==> config.mk <==
export PLATFORM = sky130hd
export DESIGN_NAME = can_fd_timing_protocol_core
export DESIGN_NICKNAME = d
export VERILOG_FILES = /design/src/hw/can_fd_core_pkg.sv /design/src/hw/can_fd_timing_protocol_core.sv
export SDC_FILE = /design/constraint.sdc
export NUM_CORES = 1
export LEC_CHECK = 0
export ABC_AREA = 0
export BUFFER_PORTS_ARGS = -buffer_cell sky130_fd_sc_hd__buf_2
export CAP_MARGIN = 10
export CORE_AREA = 2 2 160 162
export DETAILED_ROUTE_END_ITERATION = 10
export DIE_AREA = 0 0 162 164
export RECOVER_POWER = 25
export REMOVE_ABC_BUFFERS = 1
export SLEW_MARGIN = 20
export SYNTH_ARGS = -nofsm -noshare
export SYNTH_HDL_FRONTEND = slang
export SYNTH_SLANG_ARGS = --single-unit
==> constraint.sdc <==
create_clock -name i_sys_clk -period 20.3 [get_ports i_sys_clk]
set_clock_uncertainty 0.2 [all_clocks]
set_input_delay 3.045 -clock i_sys_clk [delete_from_list [all_inputs] [get_ports i_sys_clk]]
set_output_delay 3.045 -clock i_sys_clk [all_outputs]
set_load 0.01 [all_outputs]
==> src/hw/can_fd_core_pkg.sv <==
// Types and constants shared by the CAN FD protocol timing core.
package can_fd_core_pkg;

  localparam int unsigned NFILT      = 8;
  localparam int unsigned FILT_IDX_W = 3;
  localparam int unsigned STAMP_W    = 16;

  localparam logic RECESSIVE = 1'b1;
  localparam logic DOMINANT  = 1'b0;

  localparam logic [9:0]  QCNT_ONE   = 10'h001;
  localparam logic [7:0]  TQ_ONE     = 8'h01;
  localparam logic [7:0]  SSP_MAX    = 8'hff;
  localparam logic [6:0]  MEAS_MAX   = 7'h7f;
  localparam logic [6:0]  MEAS_ONE   = 7'h01;
  localparam logic [15:0] STAMP_ONE  = 16'h0001;
  localparam logic [2:0]  SYNC_RESET = 3'h7;

  // Segment fields hold length minus one, as software writes them.
  typedef struct packed {
    logic [9:0] presc;
    logic [6:0] seg1;
    logic [6:0] seg2;
    logic [6:0] sjw;
  } timing_t;

  typedef struct packed {
    logic       fd_enable;
    logic       non_standard_format_select;
    logic       protocol_exception_disable;
    logic       error_indicator_mode;
    logic       delay_comp_enable;
    logic       delay_comp_mode;
    logic [6:0] delay_comp_offset;
    logic [6:0] delay_comp_filter;
  } fd_cfg_t;

  typedef struct packed {
    logic time_triggered;
    logic retransmit_forbid;
  } mode_t;

  typedef enum logic [3:0] {
    FLD_IDLE      = 4'h0,
    FLD_SOF       = 4'h1,
    FLD_ARB       = 4'h2,
    FLD_FDF       = 4'h3,
    FLD_RES       = 4'h4,
    FLD_BRS       = 4'h5,
    FLD_ESI       = 4'h6,
    FLD_DATA      = 4'h7,
    FLD_CRC_DELIM = 4'h8,
    FLD_OTHER     = 4'h9
  } field_t;

  typedef struct packed {
    field_t field;
    logic   tx_bit;
    logic   transmitting;
  } slot_t;

  typedef struct packed {
    logic fdf;
    logic brs;
    logic esi;
  } tx_prop_t;

  typedef struct packed {
    logic ok;
    logic arb_lost;
    logic bus_error;
  } tx_event_t;

  typedef struct packed {
    logic mailbox_tx_finished;
    logic mailbox_tx_ok;
    logic mailbox_arbitration_lost;
    logic mailbox_tx_error;
  } tx_status_t;

  typedef enum logic [1:0] {
    SEG_SYNC = 2'h0,
    SEG_ONE  = 2'h1,
    SEG_TWO  = 2'h2
  } bitseg_t;

  typedef struct packed {
    logic [2:0]            rx_sync;
    logic                  rx;
    logic [9:0]            qcnt;
    logic [7:0]            tq;
    logic [7:0]            seg_len;
    bitseg_t               seg;
    logic                  edge_seen;
    logic                  tx_line;
    logic                  sp;
    logic                  bit_start;
    logic                  rx_bit;
    logic                  fd_frame;
    logic                  data_phase;
    logic                  iso;
    logic                  pre;
    logic                  exc_pend;
    logic                  form_err;
    logic                  go_idle;
    logic [STAMP_W-1:0]    stamp;
    logic [STAMP_W-1:0]    frame_stamp;
    tx_status_t            txs;
    logic                  retry;
    logic                  measuring;
    logic [6:0]            meas_cnt;
    logic [6:0]            meas;
    logic [7:0]            ssp_cnt;
    logic [7:0]            ssp_delay;
    logic                  ssp_pulse;
    logic                  ssp_bit;
    logic                  filt_hit;
    logic [FILT_IDX_W-1:0] filt_idx;
  } core_st_t;

endpackage : can_fd_core_pkg

==> src/hw/can_fd_timing_protocol_core.sv <==
// Bit timing, FD field handling, delay compensation and single-shot status of a CAN FD core.

// Function
// - Among matching filters prefer 32-bit scale, then list mode, then smaller number.
// - Time-triggered mode runs a 16-bit bit counter, stamped into each frame.
// - Retransmit forbid attempts each frame once; no retry on lost arbitration or error.
// - Single-shot end sets finished flag plus success, arbitration-lost or error bit.
// - Synchronisation segment of every nominal bit is exactly one quantum.
// - Valid edge: first dominant-to-recessive toggle per bit, not while sending recessive.
// - Edge in segment one lengthens it, in segment two shortens it, by at most jump width.
// - Quantum is 1+prescaler clocks; bit is 1 + (1+seg1) + (1+seg2) quanta.
// - FD enable cleared means classical frames only; set allows classical and FD.
// - Recessive FDF bit marks an FD frame, dominant marks classical.
// - Non-standard-format select chooses original or international FD frame format.
// - Recessive BRS switches to data timing up to CRC delimiter; dominant keeps nominal.
// - Exception handling enabled: recessive reserved bit abandons frame, idle at next sample.
// - Exception handling disabled: recessive reserved bit is a form error.
// - Any recessive reserved bit sets the protocol exception flag.
// - ESI sent from error state, or from mailbox when indicator mode set.
// - Transmitted BRS comes from the mailbox property bit; FDF is the mailbox bit gated by FD enable.
// - Secondary sample point is used only while delay compensation is enabled.
// - Compensation mode set: secondary sample delay is the software offset.
// - Compensation mode cleared: measure transmit-to-receive delay at FDF/res0 edge.
// - Delay is offset plus larger of measured value and filter value.
module can_fd_timing_protocol_core (
  input  wire logic                                    i_sys_clk,
  input  wire logic                                    i_rst_n,
  input  wire can_fd_core_pkg::timing_t                i_nominal_timing,
  input  wire can_fd_core_pkg::timing_t                i_data_timing,
  input  wire can_fd_core_pkg::fd_cfg_t                i_fd_cfg,
  input  wire can_fd_core_pkg::mode_t                  i_mode,
  input  wire can_fd_core_pkg::slot_t                  i_slot,
  input  wire can_fd_core_pkg::tx_prop_t               i_tx_prop,
  input  wire logic                                    i_error_passive,
  input  wire logic                                    i_tx_request,
  input  wire can_fd_core_pkg::tx_event_t              i_tx_event,
  input  wire logic                                    i_clear_exception,
  input  wire logic [can_fd_core_pkg::NFILT-1:0]       i_filter_match,
  input  wire logic [can_fd_core_pkg::NFILT-1:0]       i_filter_scale32,
  input  wire logic [can_fd_core_pkg::NFILT-1:0]       i_filter_list,
  input  wire logic                                    i_bus_receive_line,
  output logic                                         o_bus_transmit_line,
  output logic                                         o_sample_point,
  output logic                                         o_bit_start,
  output logic                                         o_rx_bit,
  output logic                                         o_fd_frame,
  output logic                                         o_data_phase,
  output logic                                         o_iso_format,
  output logic                                         o_protocol_exception,
  output logic                                         o_form_error,
  output logic                                         o_go_idle,
  output logic [can_fd_core_pkg::STAMP_W-1:0]          o_time_stamp,
  output logic [can_fd_core_pkg::STAMP_W-1:0]          o_frame_stamp,
  output can_fd_core_pkg::tx_status_t                  o_tx_status,
  output logic                                         o_retry,
  output logic [6:0]                                   o_delay_comp_measured,
  output logic [7:0]                                   o_ssp_delay,
  output logic                                         o_ssp_pulse,
  output logic                                         o_ssp_rx_bit,
  output logic                                         o_filter_hit,
  output logic [can_fd_core_pkg::FILT_IDX_W-1:0]       o_filter_index
);

  can_fd_core_pkg::core_st_t q;
  can_fd_core_pkg::core_st_t d;
  can_fd_core_pkg::timing_t  tm;
  logic       tick;
  logic       sp;
  logic       bs;
  logic       rx_new;
  logic       rx_rise;
  logic       rx_fall;
  logic       valid;
  logic       rsv;
  logic       tx;
  logic       tx_fall;
  logic       forbid;
  logic [7:0] sjw;
  logic [7:0] len;
  logic [7:0] err;
  logic [6:0] used;
  logic [1:0] best;

  // ---------------------------------------------------------------------------
  // Next-state logic
  // ---------------------------------------------------------------------------
  always_comb begin
    d    = q;
    tm   = q.data_phase ? i_data_timing : i_nominal_timing;
    sp   = 1'b0;
    bs   = 1'b0;
    rsv  = 1'b0;
    tx   = can_fd_core_pkg::RECESSIVE;
    err  = '0;
    best = '0;
    d.sp        = 1'b0;
    d.bit_start = 1'b0;
    d.form_err  = 1'b0;
    d.go_idle   = 1'b0;
    d.retry     = 1'b0;
    d.ssp_pulse = 1'b0;

    // A pin change is accepted once the second and third stages agree.
    d.rx_sync = {q.rx_sync[1:0], i_bus_receive_line};
    rx_new    = (q.rx_sync[1] == q.rx_sync[2]) ? q.rx_sync[2] : q.rx;
    d.rx      = rx_new;
    rx_rise   = (q.rx == can_fd_core_pkg::DOMINANT) && (rx_new == can_fd_core_pkg::RECESSIVE);
    rx_fall   = (q.rx == can_fd_core_pkg::RECESSIVE) && (rx_new == can_fd_core_pkg::DOMINANT);
    valid     = rx_rise && !q.edge_seen &&
                !(i_slot.transmitting && q.tx_line == can_fd_core_pkg::RECESSIVE);
    if (rx_rise) begin
      d.edge_seen = 1'b1;
    end

    tick   = (q.qcnt >= tm.presc);
    d.qcnt = tick ? '0 : q.qcnt + can_fd_core_pkg::QCNT_ONE;
    sjw    = {1'b0, tm.sjw};
    len    = q.seg_len;

    case (q.seg)
      can_fd_core_pkg::SEG_SYNC: begin
        if (tick) begin
          d.seg     = can_fd_core_pkg::SEG_ONE;
          d.tq      = '0;
          d.seg_len = {1'b0, tm.seg1} + can_fd_core_pkg::TQ_ONE;
        end
      end
      can_fd_core_pkg::SEG_ONE: begin
        if (valid) begin
          err = q.tq + can_fd_core_pkg::TQ_ONE;
          len = q.seg_len + ((err < sjw) ? err : sjw);
        end
        d.seg_len = len;
        if (tick) begin
          if (q.tq + can_fd_core_pkg::TQ_ONE >= len) begin
            sp        = 1'b1;
            d.seg     = can_fd_core_pkg::SEG_TWO;
            d.tq      = '0;
            d.seg_len = {1'b0, tm.seg2} + can_fd_core_pkg::TQ_ONE;
          end else begin
            d.tq = q.tq + can_fd_core_pkg::TQ_ONE;
          end
        end
      end
      can_fd_core_pkg::SEG_TWO: begin
        err = q.seg_len - q.tq;
        if (valid && err <= sjw) begin
          // The edge closes this bit early and becomes the next bit's sync segment.
          bs     = 1'b1;
          d.qcnt = '0;
          d.seg  = can_fd_core_pkg::SEG_SYNC;
        end else begin
          if (valid) begin
            len = q.seg_len - sjw;
          end
          d.seg_len = len;
          if (tick) begin
            if (q.tq + can_fd_core_pkg::TQ_ONE >= len) begin
              bs    = 1'b1;
              d.seg = can_fd_core_pkg::SEG_SYNC;
            end else begin
              d.tq = q.tq + can_fd_core_pkg::TQ_ONE;
            end
          end
        end
      end
      default: begin
        d.seg = can_fd_core_pkg::SEG_SYNC;
      end
    endcase

    // -------------------------------------------------------------------------
    // Transmit point
    // -------------------------------------------------------------------------
    if (bs) begin
      d.bit_start = 1'b1;
      d.edge_seen = 1'b0;
      case (i_slot.field)
        can_fd_core_pkg::FLD_FDF: tx = i_fd_cfg.fd_enable & i_tx_prop.fdf;
        can_fd_core_pkg::FLD_BRS: tx = i_tx_prop.brs;
        can_fd_core_pkg::FLD_ESI: begin
          tx = i_fd_cfg.error_indicator_mode ? i_tx_prop.esi : i_error_passive;
        end
        default: tx = i_slot.tx_bit;
      endcase
      d.tx_line = i_slot.transmitting ? tx : can_fd_core_pkg::RECESSIVE;
      // Counting only inside the mode keeps stamps meaningful; wrap is silent.
      d.stamp = i_mode.time_triggered ? q.stamp + can_fd_core_pkg::STAMP_ONE : '0;
    end

    // -------------------------------------------------------------------------
    // Sample point and FD field decode
    // -------------------------------------------------------------------------
    if (i_clear_exception) begin
      d.pre = 1'b0;
    end
    if (sp) begin
      d.sp     = 1'b1;
      d.rx_bit = rx_new;
      if (q.exc_pend) begin
        d.go_idle    = 1'b1;
        d.exc_pend   = 1'b0;
        d.fd_frame   = 1'b0;
        d.data_phase = 1'b0;
      end
      case (i_slot.field)
        can_fd_core_pkg::FLD_SOF: begin
          d.frame_stamp = q.stamp;
          d.fd_frame    = 1'b0;
          d.data_phase  = 1'b0;
        end
        can_fd_core_pkg::FLD_FDF: begin
          d.fd_frame = i_fd_cfg.fd_enable && (rx_new == can_fd_core_pkg::RECESSIVE);
          rsv        = !i_fd_cfg.fd_enable && (rx_new == can_fd_core_pkg::RECESSIVE);
        end
        can_fd_core_pkg::FLD_RES: rsv = (rx_new == can_fd_core_pkg::RECESSIVE);
        can_fd_core_pkg::FLD_BRS: begin
          if (q.fd_frame && rx_new == can_fd_core_pkg::RECESSIVE) begin
            d.data_phase = 1'b1;
          end
        end
        can_fd_core_pkg::FLD_CRC_DELIM: d.data_phase = 1'b0;
        default: begin
        end
      endcase
      if (rsv) begin
        d.pre = 1'b1;
        if (i_fd_cfg.protocol_exception_disable) begin
          d.form_err = 1'b1;
        end else begin
          d.exc_pend = 1'b1;
        end
      end
    end
    d.iso = !i_fd_cfg.non_standard_format_select;

    // -------------------------------------------------------------------------
    // Transmitter delay compensation
    // -------------------------------------------------------------------------
    tx_fall = bs && q.tx_line == can_fd_core_pkg::RECESSIVE && d.tx_line == can_fd_core_pkg::DOMINANT;
    if (tx_fall) begin
      d.ssp_cnt = '0;
    end else if (q.ssp_cnt != can_fd_core_pkg::SSP_MAX) begin
      d.ssp_cnt = q.ssp_cnt + can_fd_core_pkg::TQ_ONE;
    end
    if (tx_fall && i_slot.field == can_fd_core_pkg::FLD_RES && i_slot.transmitting &&
        i_fd_cfg.delay_comp_enable && !i_fd_cfg.delay_comp_mode) begin
      d.measuring = 1'b1;
      d.meas_cnt  = '0;
    end else if (q.measuring) begin
      if (rx_fall) begin
        d.meas      = q.meas_cnt;
        d.measuring = 1'b0;
      end else if (q.meas_cnt != can_fd_core_pkg::MEAS_MAX) begin
        d.meas_cnt = q.meas_cnt + can_fd_core_pkg::MEAS_ONE;
      end
    end
    // A glitch can cut the measurement short, so the filter value acts as a floor.
    used        = (q.meas > i_fd_cfg.delay_comp_filter) ? q.meas : i_fd_cfg.delay_comp_filter;
    d.ssp_delay = {1'b0, i_fd_cfg.delay_comp_offset} +
                  (i_fd_cfg.delay_comp_mode ? 8'h00 : {1'b0, used});
    if (i_fd_cfg.delay_comp_enable && q.data_phase && i_slot.transmitting &&
        q.ssp_cnt == q.ssp_delay) begin
      d.ssp_pulse = 1'b1;
      d.ssp_bit   = rx_new;
    end

    // -------------------------------------------------------------------------
    // Single-shot transmit status
    // -------------------------------------------------------------------------
    forbid = i_mode.retransmit_forbid | i_mode.time_triggered;
    if (i_tx_request) begin
      d.txs = '0;
    end
    if (i_tx_event.ok) begin
      d.txs.mailbox_tx_finished = 1'b1;
      d.txs.mailbox_tx_ok       = 1'b1;
    end else if (i_tx_event.arb_lost || i_tx_event.bus_error) begin
      if (forbid) begin
        d.txs.mailbox_tx_finished      = 1'b1;
        d.txs.mailbox_arbitration_lost = i_tx_event.arb_lost;
        d.txs.mailbox_tx_error         = i_tx_event.bus_error;
      end else begin
        d.retry = 1'b1;
      end
    end

    // -------------------------------------------------------------------------
    // Acceptance filter priority
    // -------------------------------------------------------------------------
    d.filt_hit = 1'b0;
    d.filt_idx = '0;
    for (int i = can_fd_core_pkg::NFILT - 1; i >= 0; i--) begin
      // Walking downward with >= lets the smaller number win a tie.
      if (i_filter_match[i] && (!d.filt_hit || {i_filter_scale32[i], i_filter_list[i]} >= best)) begin
        d.filt_hit = 1'b1;
        d.filt_idx = can_fd_core_pkg::FILT_IDX_W'(i);
        best       = {i_filter_scale32[i], i_filter_list[i]};
      end
    end
  end

  always_ff @(posedge i_sys_clk or negedge i_rst_n) begin
    if (!i_rst_n) begin
      q         <= '0;
      q.tx_line <= can_fd_core_pkg::RECESSIVE;
      q.rx      <= can_fd_core_pkg::RECESSIVE;
      q.rx_sync <= can_fd_core_pkg::SYNC_RESET;
    end else begin
      q <= d;
    end
  end

  assign o_bus_transmit_line   = q.tx_line;
  assign o_sample_point        = q.sp;
  assign o_bit_start           = q.bit_start;
  assign o_rx_bit              = q.rx_bit;
  assign o_fd_frame            = q.fd_frame;
  assign o_data_phase          = q.data_phase;
  assign o_iso_format          = q.iso;
  assign o_protocol_exception  = q.pre;
  assign o_form_error          = q.form_err;
  assign o_go_idle             = q.go_idle;
  assign o_time_stamp          = q.stamp;
  assign o_frame_stamp         = q.frame_stamp;
  assign o_tx_status           = q.txs;
  assign o_retry               = q.retry;
  assign o_delay_comp_measured = q.meas;
  assign o_ssp_delay           = q.ssp_delay;
  assign o_ssp_pulse           = q.ssp_pulse;
  assign o_ssp_rx_bit          = q.ssp_bit;
  assign o_filter_hit          = q.filt_hit;
  assign o_filter_index        = q.filt_idx;
endmodule : can_fd_timing_protocol_core

Word-level counts from Yosys, hierarchy flattened
Index checks and enable logic that the tools add are counted.
{"block": "classes", "eq_ne": 21, "n_bitwise": 6, "n_mul": 0, "shifts": 0, "n_mux": 85, "n_reduce_logical": 61, "n_lt_le_gt_ge": 13, "div_mod_pow": 0, "n_addsub": 11}
{"cell": "2-to-1 mux 8 bit", "n": 12}
{"cell": "one-hot mux 16 bit (3 select lines)", "n": 1}
{"cell": "2-to-1 mux 10 bit", "n": 4}
{"cell": "2-to-1 mux 4 bit", "n": 10}
{"cell": "2-to-1 mux 18 bit", "n": 2}
{"cell": "2-to-1 mux 7 bit", "n": 5}
{"cell": "2-to-1 mux 16 bit", "n": 2}
{"cell": "2-to-1 mux 31 bit", "n": 1}
{"cell": "2-to-1 mux 2 bit", "n": 14}
{"cell": "logical AND 1 bit", "n": 25}
{"cell": "2-to-1 mux 1 bit", "n": 25}
{"cell": "adder 16 x 1 -> 16 bit, second input constant", "n": 1}
{"cell": "adder 7 x 1 -> 8 bit, second input constant", "n": 2}
{"cell": "adder 8 x 1 -> 8 bit, second input constant", "n": 2}
{"cell": "greater-or-equal comparator 8 bit", "n": 2}
{"cell": "2-to-1 mux 15 bit", "n": 1}
{"cell": "greater-or-equal comparator 2 bit", "n": 7}
{"cell": "equality test 4 x 3 -> 1 bit, second input constant", "n": 3}
{"cell": "logical NOT 1 bit", "n": 12}
{"cell": "!= test 2 bit, second input constant", "n": 6}
{"cell": "adder 10 x 1 -> 10 bit, second input constant", "n": 1}
{"cell": "greater-or-equal comparator 10 bit", "n": 1}
{"cell": "nonzero test 2 bit", "n": 5}
{"cell": "2-to-1 mux 3 bit", "n": 3}
{"cell": "33 further kinds", "n": 50}
{"block": "word_totals", "output_inout_bits": 68, "input_bits": 126, "ramBits": 0, "register_bits": 118, "latch_bits": 0, "mem_bits_ro": 0, "n_memories": 0}

Logic depth before layout (Yosys ltp)
{"block": "logic_depth", "word_depth": 29, "depth_mapped": 44, "depth_no_buf": 44}

Worst setup path after synthesis
Ideal clock, no wire load.
{"block": "synth_timing", "path_type": "input to register", "start": "in i_filter_list[7] (netlist bit)", "end": "reg q (netlist bit o_filter_index[2])", "path_stages": 42, "slack_ns": 9.333, "n_path_buf": 0, "arrival_time_ns": 10.662, "cell_sequence": "and2_1 -> ha_1 -> nor2b_1 -> o22ai_2 -> mux2_2 -> ha_1 -> nand2b_1 -> a21boi_0 -> mux2_2 -> o21ai_0 -> mux2i_1 -> inv_1 -> ha_1 -> nand2b_1 -> o31ai_1 -> a211oi_1 -> o21ai_0 -> ha_1 -> [... 6 more ...] -> ha_1 -> nand2b_1 -> maj3_1 -> o21a_1 -> nand2b_1 -> o21ai_0 -> ha_1 -> inv_1 -> a21boi_0 -> o31a_1 -> a22oi_1 -> o31ai_1 -> ha_1 -> inv_1 -> a21boi_0 -> o31a_1 -> nor2_1 -> nor4b_1"}
{"element": "start, declared", "line_no": "can_fd_timing_protocol_core.sv:40", "rtl": "input wire logic [can_fd_core_pkg::NFILT-1:0] i_filter_list,"}
{"element": "end, declared", "line_no": "can_fd_timing_protocol_core.sv:64", "rtl": "can_fd_core_pkg::core_st_t q;"}

==> run_results.csv <==
group,metric,value,unit
cells_and_area,most-common-layout-cells,"185 x buf_2, 112 x dfrtp_1, 95 x ha_1, 84 x nor2_1, 74 x nand2_1",
floorplanning,core,24800,sq um
yosys,synth_cells,1061,
place,hpwl,19.2,mm
cells_and_area,drive_gt1_frac,0.232,
floorplanning,start_util,0.392,
cells_and_area,syn_to_final_growth,15.5,%
global_route,grt_pass1_vias,7815,
yosys,synth_ff_type,"dfrtp_1",
routing,wl,24.3,mm
yosys,yosys.area_share.simple,0.176,
cells_and_area,diodes,0,
routing,wl_met1,11.3,mm
cells_and_area,final_common_cell,"buf_2",
cells_and_area,utilization,0.453,
pwr,p_leak,5.51,nW
yosys,synth_fa_ha_area_frac,0.133,
floorplanning,die-area,26600,sq um
run_status,status,"complete, but fails checks",
setup_path,worst_path_max_delay_cell,"a211oi_1",
setup_path,crit_top_cell,"ha_1",
routing,drc_errors,0,
global_route,antenna_found_initial,0,
pwr,powerDensity,92.7,nW/um^2
timing,relSlewSlack,-1.15,
setup_path,crit_path_start_kind,"input pin",
timing,period_share,0.568,
yosys,synth_cell_types,81,
routing,detail-route-antenna-nets,0,
routing,wl_per_cell,15.8,um
setup_path,critical_path_peak_fanout,8,
worst_hold_path,holdCritStartpoint,"d[116]",
floorplanning,die_w,162,um
setup_path,r2r_end,"o_frame_stamp[15]",
yosys,async_flop_share,1.00,
routing,top_layer_used,"met4",
yosys,synth_top_cells_by_area,"dfrtp_1 29%, ha_1 12%, mux2i_1 4.6%",
yosys,synthMuxAreaShare,0.0917,
worst_hold_path,holdPathEnd,"d[117]",
timing,setup_viol,0,
setup_path,arrival,11.64,ns
cells_and_area,fill_cells,2471,
setup_path,critPathRequiredTime,20.41,ns
pwr,ir_worst_vdd,0.0574,mV
global_route,grt_max_degree,61,
place,io_buffers,193,
routing,dr_wl_met3,1.42,mm
global_route,grt_use_total,0.187,
setup_path,path_class,"input pin to flip-flop",
clock_network,cts-resized-gates,0,
floorplanning,die_y,164,um
floorplanning,top_level_ports,194,
cells_and_area,stdcell_count,1541,
timing,rsz0062_at_grt,"no",
timing,fin_crit,11.53,ns
clock_network,holdBufCountCts,0,
yosys,synth_seq_cells,118,
yosys,synthDominantCellAreaShare,0.290,
run,maxCapViolations,1,
setup_path,cpPeakStageDelay,0.54,ns
setup_path,endpoint_kind,"flip-flop",
timing,setup_tns,0,ns
place,routabilityCongestion,0.824,
yosys,synth_top_family_by_area,"simple AND/OR/NAND/NOR gates",
routing,drt_first_pass_iters,5,
clock_network,cts_inserted_buffers,17,
clock_network,post-cts-setup-buffers,0,
global_route,grt_pass1_wl,39.7,mm
global_route,grt_overflow,0,
clock_network,cts_tree,"done",
yosys,synth-compound-area-share,0.165,
timing,drv_slew,61,
yosys,syn_area_per_cell,9.18,sq um
yosys,ys_warn_count,0,
yosys,synth_top_area_cell,"dfrtp_1",
setup_path,rr_worst_depth,24,
worst_hold_path,hold_depth,0,
clock_network,cts_sinks,118,
setup_path,r2r-start,"o_data_phase",
timing,worstMarginPinSlew,3.22,ns
clock_network,clk_latency,0.42,ns
cells_and_area,nets,1423,
timing,timing.fmax,0.0867,GHz
yosys,synth_xor_area_frac,0.0495,
yosys,netlist_area,9740,sq um
timing,hold_viol_final,0,
routing,vias,8126,
place,dp.cells,1509,
clock_network,clk_pin_slew,0.06,ns
routing,viasPerCell,5.27,
floorplanning,placement_rows,58,
routing,wl_met2,11.3,mm
run_status,violations,"capacitance limit, slew limit",
worst_hold_path,min_path_type,"flip-flop to flip-flop",
routing,drtIter0Drc,524,
timing,hold_ws,0.160,ns
yosys,synth-edff-count,0,
setup_path,r2r_slack,13.00,ns
clock_network,cts_max_level,4,
clock_network,clockBufferDepth,2,
yosys,ys_seq_area_frac,0.304,
clock_network,root_buffer,"clkbuf_16",
layout make-up:
cell class | instances | area (sq um) | share of cell area
repair buffers | 197 | 986 | 0.0877
flip-flops and latches | 118 | 2960 | 0.263
clock inverters | 14 | 190 | 0.0169
well taps | 330 | 413 | 0.0367
clock buffers | 18 | 439 | 0.0391
multi-input cells | 793 | 5990 | 0.533
inverters | 71 | 267 | 0.0237
cell usage after synthesis (4+ instances only):
library cell	count
nor3_1	17
o221ai_1	6
o21a_1	12
nor4_1	4
fa_1	4
a211o_1	4
a221oi_1	4
xor2_1	18
o21ai_0	39
or2_2	6
o211a_1	4
mux2i_1	45
o21bai_1	4
a32o_1	5
nor2_1	84
ha_1	95
nand3_1	46
clkbuf_1	12
xnor2_1	37
nand4_1	10
mux2_2	30
nand2_1	74
mux2_4	7
buf_4	54
and2_1	7
and4_1	6
dfrtp_1	113
inv_1	69
or4b_1	6
and3_1	12
a21o_1	15
o31a_1	8
a31oi_1	8
o2111ai_1	5
o31ai_1	4
a22o_1	5
a21boi_0	10
a21oi_1	36
buf_2	8
dfstp_2	5
nor2b_1	22
a211oi_1	12
nand3b_1	10
nand2b_1	15
cell families (layout without fill, tap and decap cells):
kind of cell             Yosys count  count (layout)
buffers and inverters            150             300
adder cells (fa/ha/maj)          102             102
multiplexers                      82              82
AND/OR/NAND/NOR                  334             334
flip-flops                       118             118
XOR/XNOR                          55              55
AO/OA/AOI/OAI                    220             220
registers in the layout, indices dropped and copies added (netlist names):
register / count
o_go_idle: 1
o_ssp_pulse: 1
o_bus_transmit_line: 1
o_time_stamp: 16
o_bit_start: 1
d: 2
o_ssp_rx_bit: 1
o_protocol_exception: 1
o_retry: 1
o_tx_status: 4
o_rx_bit: 1
o_data_phase: 1
o_sample_point: 1
q: 48
o_delay_comp_measured: 7
o_fd_frame: 1
o_ssp_delay: 8
o_iso_format: 1
o_frame_stamp: 16
o_filter_hit: 1
o_filter_index: 3
o_form_error: 1
power by group:
group,leakage [nW],internal (mW),switching [mW]
clock network,0.306,0.200,0.120
logic,3.72,0.186,0.225
registers,1.48,0.268,0.0430
through the flow:
| step | instance area [sq um] | total power, mW | worst slack [ns] |
|---|---|---|---|
| finish | 11200 | 1.04 | 8.77 |
| floorplan | 9220 | 0.608 | 9.33 |
| CTS | 11300 | 1.05 | 8.81 |
| detailed placement | 10600 | 0.723 | 8.40 |
| global placement | 10600 | 0.715 | 8.60 |
| global route | 11200 | 1.12 | 8.10 |
worst max path at each step:
stage                       from                 to  cells after the start
2_1_floorplan   i_filter_list[7]  o_filter_index[2]                     42
3_3_place_gp   i_filter_match[7]  o_filter_index[2]                     43
3_5_place_dp   i_filter_match[7]  o_filter_index[2]                     43
4_1_cts        i_filter_match[7]  o_filter_index[2]                     43
5_1_grt        i_filter_match[7]  o_filter_index[2]                     44
6_report       i_filter_match[7]  o_filter_index[2]                     43
per-layer routing:
layer / up-vias / track usage
li1: 4074 / -
met1: 3838 / 0.249
met2: 199 / 0.306
met3: 15 / 0.0437
met4: 0 / 0.0515
met5: - / 0
worst max-delay path: cells and delay by family:
family | cells | cell delay, ns
adders and majority gates | 8 | 2.23
buffers and inverters | 4 | 0.31
AOI/OAI and AO/OA | 18 | 3.63
and+or+nand+nor | 10 | 1.39
muxes | 3 | 1.00
Note: power is estimated with default switching activity, not from simulation.
